<file path="config.mk">
export PLATFORM = sky130hd
export DESIGN_NAME = mdio_master
export DESIGN_NICKNAME = d
export VERILOG_FILES = /design/src/core/mdio_pkg.sv /design/src/core/mdio_master.sv
export SDC_FILE = /design/constraint.sdc
export NUM_CORES = 1
export LEC_CHECK = 0
export BUFFER_PORTS_ARGS = -buffer_cell sky130_fd_sc_hd__buf_2
export CAP_MARGIN = 20
export CORE_MARGIN = 2
export CORE_UTILIZATION = 60
export DETAILED_ROUTE_END_ITERATION = 6
export PLACE_DENSITY = 0.8
export SYNTH_ARGS = -nofsm -noshare
export SYNTH_HDL_FRONTEND = slang
export SYNTH_SLANG_ARGS = --single-unit
</file>
<file path="constraint.sdc">
create_clock -name pclk -period 14.1 [get_ports pclk]
set_input_delay 1.41 -clock pclk [delete_from_list [all_inputs] [get_ports pclk]]
set_output_delay 1.41 -clock pclk [all_outputs]
set_load 0.03 [all_outputs]
</file>
<file path="src/core/mdio_pkg.sv">
package mdio_pkg;
    localparam logic [7:0]  OFF_CTRL   = 8'h00;
    localparam logic [7:0]  OFF_CMD    = 8'h04;
    localparam logic [7:0]  OFF_RDATA  = 8'h08;
    localparam logic [7:0]  OFF_STATUS = 8'h0C;
    localparam logic [7:0]  OFF_MASK   = 8'h10;

    localparam logic [7:0]  DIV_MIN    = 8'h04;
    localparam logic [7:0]  DIV_MAX    = 8'h80;
    localparam logic [7:0]  DIV_RESET  = 8'h80;

    localparam logic [5:0]  IDX_PRE    = 6'h00;
    localparam logic [5:0]  IDX_FRAME  = 6'h20;
    localparam logic [5:0]  IDX_TA     = 6'h2E;
    localparam logic [5:0]  IDX_DATA   = 6'h30;
    localparam logic [5:0]  IDX_LAST   = 6'h3F;

    localparam logic [1:0]  START_PAT  = 2'h1;
    localparam logic [1:0]  OP_WRITE   = 2'h1;
    localparam logic [1:0]  OP_READ    = 2'h2;
    localparam logic [1:0]  TA_WRITE   = 2'h2;

    localparam int          ST_WDONE   = 0;
    localparam int          ST_RDONE   = 1;
    localparam int          RD_BUSY    = 16;

    typedef struct packed {
        logic       preamble;
        logic [7:0] capture;
        logic [7:0] delay;
        logic [7:0] div;
    } cfg_type;

    localparam cfg_type CFG_RESET = '{preamble: 1'b1, capture: 8'h00, delay: 8'h00,
                                      div: DIV_RESET};

    typedef struct packed {
        logic        rd;
        logic [4:0]  phy;
        logic [4:0]  regad;
        logic [15:0] wdata;
    } cmd_type;

    typedef enum logic {ST_IDLE, ST_FRAME} state_type;
endpackage

</file>
<file path="src/core/mdio_master.sv">
// Notes on behaviour
// - management clock is peripheral clock divided by a ratio from 4 to 128.
// - clock pin is output only; data pin is driven or sampled as bidirectional.
// - each frame carries a 5-bit phy address and a 5-bit register address.
// - software selects whether frames begin with a preamble or omit it.
// - configurable delay sets when data changes after the clock falls.
// - configurable point after the clock rises at which read data is sampled.
// - separate interrupts on write data sent and read data received.
module mdio_master (
    input  wire logic        pclk,
    input  wire logic        presetn,
    input  wire logic        psel,
    input  wire logic        penable,
    input  wire logic        pwrite,
    input  wire logic [7:0]  paddr,
    input  wire logic [31:0] pwdata,
    output logic      [31:0] prdata,
    output logic             pready,
    output logic             pslverr,
    output logic             mdc,
    output logic             mdio_o,
    output logic             mdio_oe_n,
    input  wire logic        mdio_i,
    output logic             irq
);
    mdio_pkg::cfg_type   cfg_q;
    mdio_pkg::cmd_type   cmd_q;
    mdio_pkg::state_type state_q;
    logic [7:0]  cnt_q;
    logic [5:0]  idx_q;
    logic [31:0] txsh_q;
    logic [15:0] rx_q;
    logic [15:0] rdata_q;
    logic [1:0]  status_q;
    logic [1:0]  mask_q;
    logic        sync1_q;
    logic        sync2_q;
    logic [31:0] prdata_q;
    logic        pready_q;
    logic        pslverr_q;
    logic        mdc_q;
    logic        mdio_o_q;
    logic        mdio_oe_n_q;
    logic        irq_q;

    // apb decode
    wire access    = psel && penable;
    wire commit    = access && pready_q;
    wire sel_ctrl  = paddr == mdio_pkg::OFF_CTRL;
    wire sel_cmd   = paddr == mdio_pkg::OFF_CMD;
    wire sel_rdata = paddr == mdio_pkg::OFF_RDATA;
    wire sel_stat  = paddr == mdio_pkg::OFF_STATUS;
    wire sel_mask  = paddr == mdio_pkg::OFF_MASK;
    wire mapped    = sel_ctrl || sel_cmd || sel_rdata || sel_stat || sel_mask;
    wire busy      = state_q == mdio_pkg::ST_FRAME;
    // command written while a frame runs is dropped, so a frame is never torn
    wire start     = commit && pwrite && sel_cmd && !busy;
    wire wr_ctrl   = commit && pwrite && sel_ctrl;
    wire wr_stat   = commit && pwrite && sel_stat;
    wire wr_mask   = commit && pwrite && sel_mask;

    logic [31:0] rd_mux;
    always_comb begin
        rd_mux = 32'h0000_0000;
        if (sel_ctrl) begin
            rd_mux = {7'h00, cfg_q};
        end else if (sel_cmd) begin
            rd_mux = {5'h00, cmd_q};
        end else if (sel_rdata) begin
            rd_mux = {15'h0000, busy, rdata_q};
        end else if (sel_stat) begin
            rd_mux = {30'h0000_0000, status_q};
        end else if (sel_mask) begin
            rd_mux = {30'h0000_0000, mask_q};
        end
    end

    // clock phase points; ratio clamped into the legal range
    wire [7:0] ratio   = (cfg_q.div < mdio_pkg::DIV_MIN) ? mdio_pkg::DIV_MIN :
                         (cfg_q.div > mdio_pkg::DIV_MAX) ? mdio_pkg::DIV_MAX : cfg_q.div;
    wire [7:0] half    = {1'b0, ratio[7:1]};
    wire [7:0] hi_len  = ratio - half;
    wire [7:0] out_pt  = (cfg_q.delay >= half) ? half - 8'h01 : cfg_q.delay;
    wire [7:0] samp_pt = half + ((cfg_q.capture >= hi_len) ? hi_len - 8'h01
                                                            : cfg_q.capture);
    wire       slot_end = busy && (cnt_q == ratio - 8'h01);
    wire       out_ev   = busy && (cnt_q == out_pt);
    wire       samp_ev  = busy && (cnt_q == samp_pt);
    wire       frame_end = slot_end && (idx_q == mdio_pkg::IDX_LAST);
    wire       in_pre   = idx_q < mdio_pkg::IDX_FRAME;
    // phy owns the line from turnaround onward in a read
    wire       release_line = cmd_q.rd && (idx_q >= mdio_pkg::IDX_TA);
    wire       mdc_d    = busy && (cnt_q >= half);
    wire [1:0] ev_set   = {frame_end && cmd_q.rd, frame_end && !cmd_q.rd};
    wire [5:0] idx_first = cfg_q.preamble ? mdio_pkg::IDX_PRE : mdio_pkg::IDX_FRAME;
    wire [31:0] tx_word = {mdio_pkg::START_PAT,
                           pwdata[26] ? mdio_pkg::OP_READ : mdio_pkg::OP_WRITE,
                           pwdata[25:16], mdio_pkg::TA_WRITE, pwdata[15:0]};

    always_ff @(posedge pclk or negedge presetn) begin
        if (!presetn) begin
            pready_q  <= 1'b0;
            pslverr_q <= 1'b0;
            prdata_q  <= 32'h0000_0000;
        end else begin
            pready_q  <= access && !pready_q;
            pslverr_q <= access && !pready_q && !mapped;
            prdata_q  <= (access && !pready_q && !pwrite) ? rd_mux : 32'h0000_0000;
        end
    end

    always_ff @(posedge pclk or negedge presetn) begin
        if (!presetn) begin
            cfg_q    <= mdio_pkg::CFG_RESET;
            mask_q   <= 2'h0;
            status_q <= 2'h0;
            irq_q    <= 1'b0;
        end else begin
            if (wr_ctrl) begin
                cfg_q <= pwdata[24:0];
            end
            if (wr_mask) begin
                mask_q <= pwdata[1:0];
            end
            // a new event wins over a clear in the same cycle
            status_q <= (status_q & ~(wr_stat ? pwdata[1:0] : 2'h0)) | ev_set;
            irq_q    <= |(status_q & mask_q);
        end
    end

    always_ff @(posedge pclk or negedge presetn) begin
        if (!presetn) begin
            sync1_q <= 1'b1;
            sync2_q <= 1'b1;
        end else begin
            sync1_q <= mdio_i;
            sync2_q <= sync1_q;
        end
    end

    always_ff @(posedge pclk or negedge presetn) begin
        if (!presetn) begin
            state_q <= mdio_pkg::ST_IDLE;
            cmd_q   <= '0;
            cnt_q   <= 8'h00;
            idx_q   <= 6'h00;
            txsh_q  <= 32'h0000_0000;
        end else begin
            case (state_q)
                mdio_pkg::ST_IDLE: begin
                    if (start) begin
                        state_q <= mdio_pkg::ST_FRAME;
                        cmd_q   <= pwdata[26:0];
                        txsh_q  <= tx_word;
                        cnt_q   <= 8'h00;
                        idx_q   <= idx_first;
                    end
                end
                mdio_pkg::ST_FRAME: begin
                    cnt_q <= slot_end ? 8'h00 : cnt_q + 8'h01;
                    if (out_ev && !in_pre) begin
                        txsh_q <= {txsh_q[30:0], 1'b0};
                    end
                    if (slot_end) begin
                        idx_q <= idx_q + 6'h01;
                    end
                    if (frame_end) begin
                        state_q <= mdio_pkg::ST_IDLE;
                    end
                end
                default: state_q <= mdio_pkg::ST_IDLE;
            endcase
        end
    end

    always_ff @(posedge pclk or negedge presetn) begin
        if (!presetn) begin
            mdc_q       <= 1'b0;
            mdio_o_q    <= 1'b1;
            mdio_oe_n_q <= 1'b1;
            rx_q        <= 16'h0000;
            rdata_q     <= 16'h0000;
        end else begin
            mdc_q <= mdc_d;
            if (out_ev) begin
                mdio_o_q    <= in_pre ? 1'b1 : txsh_q[31];
                mdio_oe_n_q <= release_line;
            end else if (!busy) begin
                mdio_oe_n_q <= 1'b1;
            end
            if (samp_ev && cmd_q.rd && idx_q >= mdio_pkg::IDX_DATA) begin
                rx_q <= {rx_q[14:0], sync2_q};
            end
            if (frame_end && cmd_q.rd) begin
                // last bit may be sampled in the closing cycle of the frame
                rdata_q <= samp_ev ? {rx_q[14:0], sync2_q} : rx_q;
            end
        end
    end

    assign prdata    = prdata_q;
    assign pready    = pready_q;
    assign pslverr   = pslverr_q;
    assign mdc       = mdc_q;
    assign mdio_o    = mdio_o_q;
    assign mdio_oe_n = mdio_oe_n_q;
    assign irq       = irq_q;

    // helper: cycles since the last mdc rise, to check the divided period
    logic [7:0] rise_gap_q;
    logic       rise_seen_q;
    wire        rise_now = mdc_d && !mdc_q;
    always_ff @(posedge pclk or negedge presetn) begin
        if (!presetn) begin
            rise_gap_q  <= 8'h00;
            rise_seen_q <= 1'b0;
        end else begin
            if (rise_now) begin
                rise_gap_q <= 8'h00;
            end else if (rise_gap_q != 8'hFF) begin
                rise_gap_q <= rise_gap_q + 8'h01;
            end
            // first rise of a frame has no earlier rise to measure from
            rise_seen_q <= busy && (rise_seen_q || rise_now);
        end
    end
endmodule

</file>
==> reports/qor.csv, run 1 <==
stage,metric,value,unit
outcome,status,completed,
global_routing,global-route wire length before repair,36490,um
final_layout,Final #Nets,1012,
clock_tree,CTS tree,done,
final_layout,# diodes,0,
detailed_routing,Routed WL,22980,um
placement,routability cong.,0.9591,
yosys,sequential area share after synthesis,43.97,%
setup_path,data required time of the worst path,14.42,ns
placement,placed insts,1115,
clock_tree,# Post-CTS Setup Buffers,0,
setup_path,Worst path slowest cell,a41oi_2,
detailed_routing,Avg Vias per Cell,6.092,
detailed_routing,Final ANT Viol Nets,0,
sta,period utilization,55.78,%
setup_path,CP bufs+invs,2,
clock_tree,total CTS buffers,17,
clock_tree,total clock sinks,170,
setup_path,R2R depth,25,
setup_path,biggest cell delay along the critical path,0.91,ns
setup_path,Top delay family on crit path,compound AO/OA/AOI/OAI gates,
die,Die Height,131.1,um
sta,Peak Freq,0.1272,GHz
setup_path,worst r2r src,cfg_q[3],
sta,setup TNS,0,ns
yosys,Avg Inst Size Synth,11.27,sq um
yosys,Yosys reg bits,170,
setup_path,worst setup path start,cfg_q[3],
die,Initial Utilization,61.23,%
yosys,Main synth FF type,dfrtp_1,
setup_path,CP Launch Type,register,
die,core area,0.01583,sq mm
detailed_routing,DR WL/cell,20.05,um
final_layout,fillers,1132,
die,I/O pin cnt,84,
clock_tree,clk slew on worst S/H paths,0.07,ns
setup_path,CP Class,reg2reg,
sta,Pins Over Slew Limit,0,
die,die area,0.01719,sq mm
clock_tree,CTS Root Buffer Type,clkbuf_16,
sta,# setup viols final,0,
yosys,ys async rst share,100.0,%
sta,Slew HR,27.48,%
detailed_routing,drt pass-1 iters,5,
final_layout,fraction of layout cells with a size suffix above 1,31.94,%
yosys,Mapped Cells,860,
yosys,"EDFF count, synth",0,
pwr,Leakage,0.005056,uW
placement,# port buffers,73,
setup_path,Crit Path Max Fanout,16,
global_routing,vias in the first global route,6738,
min_path,worst hold path class,reg2reg,
global_routing,antenna violations before repair,0,
pwr,worst vdd ir,0.00009384,V
clock_tree,H-tree depth,4,
clock_tree,CTS resizes,0,
detailed_routing,via count,6981,
min_path,HP Start,sync1_q,
placement,detailed placement HPWL,15890,um
die,row cnt,46,
global_routing,grt ovf,0,
clock_tree,CTS Hold Buffers Added,0,
min_path,WHS Path Cells,0,
global_routing,Total GRT Usage,28.29,%
yosys,Synth Warn #,0,
setup_path,Worst EP arrival,8.18,ns
detailed_routing,DRT iter0 DRCs,496,
die,die width,131.1,um
pwr,Pwr Density,100.8,mW/mm^2
yosys,area of the mapped netlist,0.009692,sq mm
sta,post-route minimum period,7.864,ns
setup_path,Crit path depth,25,
clock_tree,clock latency on the worst-skew pair,0.43,ns
sta,worst slew pin tran,1.088,ns
yosys,Synth cell types,75,
final_layout,Layout Cells excl Fill,1146,
final_layout,Layout area overhead,11.57,%
global_routing,largest net degree at the start of global routing,61,
sta,clock skew,0.006286,ns
detailed_routing,DRC viols,0,
sta,unrepaired setup endpoints after global routing,no,
flow_run,max-cap violation count,0,
sta,Fin. Hold Viols,0,
setup_path,Crit. End Element,register,
clock_tree,Clock Path Buffers,2,
## final cells by class
class                   instances  area (sq um)  share of cell area (%)
inverters                      31         116.4                   1.076
flip-flops and latches        170          4263                   39.42
clock inverters                11         161.4                   1.493
well taps                     216         270.3                   2.499
clock buffers                  20         456.7                   4.224
multi-input cells             613          5064                   46.83
repair buffers                 85         481.7                   4.455
## worst paths after layout
check / end / slack [ns]
setup / recovery: rx_q[3] / 6.24
hold / removal: sync2_q / 0.37
setup reg to reg: rx_q[3] / 6.24
hold reg to reg: sync2_q / 0.37
max in group asynchronous: cmd_q[21] / 11.35
min in group asynchronous: irq / 0.90
## state kept, by name, indices dropped and copies added (netlist names), 2 cells and up
name / cells
rx_q: 16
cnt_q: 8
prdata: 27
cmd_q: 27
mask_q: 2
rdata_q: 16
idx_q: 6
status_q: 2
cfg_q: 25
txsh_q: 32
## worst register-to-register path: cells and delay by family, from the launching register on
kind | cells | cell delay [ns]
buffers and inverters | 2 | 0.49
AO/OA/AOI/OAI | 10 | 2.81
multiplexers | 1 | 0.44
flip-flops | 1 | 0.43
adder cells (fa/ha/maj) | 4 | 1.55
XOR/XNOR | 1 | 0.21
AND/OR/NAND/NOR | 7 | 1.82
## cells in the final DEF, fill, tap and decap left out, types with 5 or more instances in the layout
| cell | netlist | routed |
|---|---|---|
| dfrtp_1 | 164 | 163 |
| mux2_2 | 148 | 148 |
| buf_2 | 5 | 72 |
| nor2_1 | 67 | 66 |
| ha_1 | 46 | 46 |
| xnor2_1 | 37 | 37 |
| inv_1 | 31 | 31 |
| a21oi_1 | 28 | 28 |
| nand2_1 | 22 | 22 |
| a31oi_1 | 21 | 21 |
| mux2i_1 | 21 | 21 |
| o21ai_0 | 21 | 21 |
| nand3_1 | 18 | 18 |
| xor2_1 | 17 | 17 |
| clkbuf_16 | 0 | 17 |
| a22oi_1 | 15 | 15 |
| nor2b_1 | 11 | 11 |
| buf_4 | 7 | 11 |
| nand2b_1 | 10 | 10 |
| nand4_1 | 10 | 10 |
| o211ai_1 | 10 | 10 |
| mux2_4 | 9 | 9 |
| a22o_1 | 8 | 8 |
| nor3_1 | 9 | 8 |
| and3_1 | 7 | 7 |
| dfstp_2 | 6 | 6 |
| a211oi_1 | 5 | 5 |
| conb_1 | 1 | 5 |
## power breakdown
group | internal [uW] | leakage, uW | switching, uW
logic | 36.5 | 0.00252 | 47.6
registers | 496 | 0.00224 | 15.1
clock network | 291 | 0.000293 | 204
total | 824 | 0.00506 | 266
## through the flow
step	power, uW	setup slack, ns	hold slack (ns)	cell area (sq um)	util (%)
after floorplan	573.2	6.986	0.3452	9707	-
after global routing	1123	5.839	0.3746	10810	68.32
after CTS	1095	6.316	0.3723	10810	68.32
after detailed placement	603.4	6.341	0.3633	10190	64.41
after global placement	601.3	6.456	0.3468	10170	64.24
final	1090	6.236	0.3692	10810	68.32
## synth_stat cells, drive strengths merged (2+ instances only)
library cell	instances	share of area, %
nand2b	10	0.65
o31ai	3	0.23
nor2	68	2.7
dfstp	6	1.6
a21boi	3	0.23
xor2	17	1.5
a22o	8	0.72
or4	3	0.27
nand4b	2	0.18
nand2	23	0.97
fa	2	0.41
nor4	3	0.19
a211oi	5	0.39
and2	3	0.19
nand4	10	0.65
o21bai	2	0.15
nor3	9	0.46
xnor2	37	3.3
dfrtp	164	42
a21oi	28	1.4
a22oi	15	1.2
o21ai	24	1.2
a21o	2	0.17
nor2b	11	0.71
a211o	3	0.27
clkbuf	26	1.0
a2111oi	2	0.18
or2	2	0.13
ha	46	5.9
mux2	158	19
a31oi	21	1.4
or3	3	0.25
nand3	18	0.93
nand3b	3	0.23
inv	31	1.2
o211ai	10	0.77
mux2i	21	2.2
and2b	2	0.18
o21a	2	0.15
and4	4	0.37
buf	24	1.8
and3	8	0.57
## metal layers
metal / up-vias / share of wire (%) / global-route usage [%]
met5: - / 0 / 0
met4: 0 / 2.4 / 10.89
met1: 3508 / 44 / 38.97
li1: 3204 / - / -
met3: 47 / 4.9 / 5.763
met2: 222 / 49 / 44.50
## cell families after synthesis
kind of cell / count (synthesis) / synth area share (%)
compound gates: 142 / 9.941
xor+xnor: 54 / 4.880
fa+ha+maj: 49 / 6.455
buf+inv: 81 / 4.067
flops: 170 / 43.97
mux: 179 / 20.88
other cells: 1 / 0.03869
simple gates: 184 / 9.773
(Power assumes the default switching activity.)
==> inputs of run 2 (changes only) <==
ABC_AREA = 1   (was default)
clock period = 7.7 ns   (was 14.1 ns; I/O delays follow)
==> run 2 against run 1 <==
Compared with the run above:
- final cell count grew 37%
- setup slack worse by 5.0 ns
- worst hold slack got worse by 0.049 ns
- critical path depth rose by 4
- sequential power grew 79%
- combinational power grew 79%
- largest cell class unchanged
- largest power group unchanged
- clock-buffer cell count stayed put
- wire length increased by 7.5%
- non-clock buffer count down 3
==> reports/qor.csv, run 2 <==
stage,metric,value,unit
sta,Slew HR,35.47,%
detailed_routing,Avg Vias per Cell,5.538,
yosys,Main synth FF type,dfrtp_1,
clock_tree,# Post-CTS Setup Buffers,0,
clock_tree,CTS tree,done,
placement,# port buffers,73,
yosys,Yosys reg bits,170,
yosys,largest family of logic cells by synthesized area,simple AND/OR/NAND/NOR gates,
die,die width,132.2,um
detailed_routing,via count,8667,
pwr,Gate power share,7.8,%
clock_tree,H-tree depth,4,
yosys,Post-Synth Adder-Cell Area,6.238,%
yosys,Compound-Gate Fraction of Synth Area,10.27,%
sta,post-route minimum period,6.479,ns
yosys,Mapped Cells,1282,
pwr,switching pwr,503.2,uW
clock_tree,total clock sinks,170,
setup_path,Crit. End Element,register,
setup_path,worst r2r src,cfg_q[7],
setup_path,data required time of the worst path,8.04,ns
detailed_routing,DRC viols,0,
die,row cnt,46,
setup_path,R2R depth,29,
setup_path,Worst path slowest cell,dfstp_2,
yosys,sequential area share after synthesis,43.18,%
pwr,worst vdd ir,0.0001642,V
sta,worst slew pin tran,0.9656,ns
sta,Pins Over Slew Limit,0,
sta,period utilization,84.14,%
flow_run,max-cap violation count,0,
setup_path,CP Launch Type,register,
clock_tree,clock latency on the worst-skew pair,0.44,ns
final_layout,Final #Nets,1429,
die,Initial Utilization,61.68,%
clock_tree,CTS Root Buffer Type,clkbuf_16,
sta,clock skew,0.01208,ns
min_path,worst hold path class,in2async,
clock_tree,clk slew on worst S/H paths,0.07,ns
final_layout,fraction of layout cells with a size suffix above 1,11.50,%
final_layout,max FFs per register,32,
final_layout,Final Util,68.08,%
yosys,post-synth top area cell,dfrtp_1,
pwr,Leakage,0.005795,uW
die,I/O pin cnt,84,
pwr,sequential share of power,47.8,%
pwr,Int Power,1413,uW
yosys,Synth top area share,41.59,%
yosys,Synth Warn #,0,
clock_tree,CTS resizes,0,
detailed_routing,DRT iter0 DRCs,904,
die,die area,0.01749,sq mm
placement,routability cong.,0.9519,
setup_path,r2r endpoint,rx_q[3],
setup_path,Top delay family on crit path,simple AND/OR/NAND/NOR gates,
die,core area,0.01600,sq mm
yosys,"EDFF count, synth",0,
yosys,most frequent cell after synthesis,nand2_1,
pwr,Pwr Density,175.9,mW/mm^2
detailed_routing,DR WL/cell,15.79,um
detailed_routing,drt pass-1 iters,5,
yosys,Synth Area in Simple Gates,28.57,%
yosys,area of the mapped netlist,0.009868,sq mm
detailed_routing,Final ANT Viol Nets,0,
yosys,xor and xnor fraction of the mapped netlist area,2.751,%
setup_path,Crit Path Max Fanout,15,
final_layout,most frequent cells in the layout,"389 x nand2_1, 164 x dfrtp_1, 151 x inv_1, 127 x nand3_1, 115 x o21ai_0",
yosys,post-synthesis mux area share,0,%
final_layout,"most common cell after layout, fill and taps aside",nand2_1,
yosys,ys async rst share,100.0,%
pwr,Clock Power Share,44.4,%
sta,Fin. Hold Viols,0,
setup_path,internal reg-to-reg setup slack,1.22,ns
sta,setup TNS,0,ns
final_layout,largest register by flop count,txsh_q,
sta,# setup viols final,0,
setup_path,CP Class,reg2reg,
clock_tree,total CTS buffers,17,
setup_path,crit-path most repeated cell,nand2_1,
global_routing,grt ovf,0,
detailed_routing,Routed WL,24710,um
yosys,Avg Inst Size Synth,7.698,sq um
setup_path,Crit path depth,29,
global_routing,antenna violations before repair,1,
setup_path,worst setup path start,cfg_q[7],
global_routing,vias in the first global route,8039,
setup_path,Worst EP arrival,6.82,ns
sta,Peak Freq,0.1543,GHz
pwr,Sw Share,26.26,%
sta,unrepaired setup endpoints after global routing,no,
global_routing,Total GRT Usage,28.52,%
setup_path,CP bufs+invs,4,
global_routing,largest net degree at the start of global routing,88,
clock_tree,CTS Hold Buffers Added,0,
outcome,status,completed,
yosys,Synth cell types,53,
yosys,Synth top cells by count,"389 x nand2_1, 164 x dfrtp_1, 152 x inv_1, 127 x nand3_1, 115 x o21ai_0",
clock_tree,Clock Path Buffers,2,
setup_path,biggest cell delay along the critical path,0.72,ns
global_routing,global-route wire length before repair,39890,um
final_layout,Layout area overhead,10.38,%
die,Die Height,132.2,um
yosys,synth top area cells,"dfrtp_1 42%, nand2_1 15%, nand3_1 6.4%, ha_1 5.8%, o21ai_0 5.8%",
setup_path,CP Capture Point,rx_q[3],
placement,detailed placement HPWL,17450,um
[run 2: cell types whose count changed after synthesis, sizes merged, moves of 9 or more]
cell    before  now
nand3       18  131
o21ai       24  118
xnor2       37    5
nand2b      10    1
nand4       10   31
nand2       23  399
xor2        17   26
nor2b       11    0
inv         31  156
a31oi       21    1
mux2       158    0
a21oi       28   19
a22oi       15    0
mux2i       21    0
[run 2: layer usage]
layer  global-route usage [%]  vias up  share of wire, %
li1                         -     4239                 -
met1                    41.19     4011                44
met2                    43.87      374                46
met3                    4.652       43               7.9
met4                    10.10        0               2.1
met5                        0        -                 0
[run 2: worst min-delay path by stage]
stage | startpoint | to | slack, ns | cells after the start
floorplan | sync1_q | sync2_q | 0.35 | 0
global placement | sync1_q | sync2_q | 0.35 | 0
detailed placement | sync1_q | sync2_q | 0.35 | 0
CTS | presetn | cnt_q[3] | 0.35 | 1
global route | sync1_q | sync2_q | 0.36 | 0
finish | presetn | prdata[22] | 0.32 | 1
[run 2: layout make-up]
type                            count  area [sq um]
Antenna cell                        1         2.502
Clock buffer                       20         446.7
Clock inverter                     12         133.9
Fill cell                        1314          5107
Inverter                          159         600.6
Multi-Input combinational cell    905          4738
Sequential cell                   170          4262
Tap cell                          216         270.3
Timing Repair Buffer               82         439.2
[run 2: logic make-up after synthesis]
family	after synthesis
AOI/OAI and AO/OA	179
xor gates and xnor gates	31
adders and majority gates	48
buffers and inverters	211
DFF	170
other	1
and+or+nand+nor	642
[run 2: through the flow]
step                      setup slack, ns  hold WS, ns  area (sq um)  power (uW)  std cells
final                               1.221       0.3206         10890        1916       1565
after global routing               0.8093       0.3628         10890        1978       1564
after CTS                           1.308       0.3463         10890        1917       1564
after detailed placement            1.359       0.3487         10310        1078       1532
after global placement              1.386       0.3460         10310        1075       1532
after floorplan                     2.307       0.3452          9883        1025       1286
[run 2: power by group through the flow]
stage	Sequential, uW	Clock, uW	Combinational [uW]
after global placement	931	0	144
after CTS	914	854	149
after global routing	916	895	167
after floorplan	928	0	96.3
after detailed placement	931	0	148
final	915	851	150
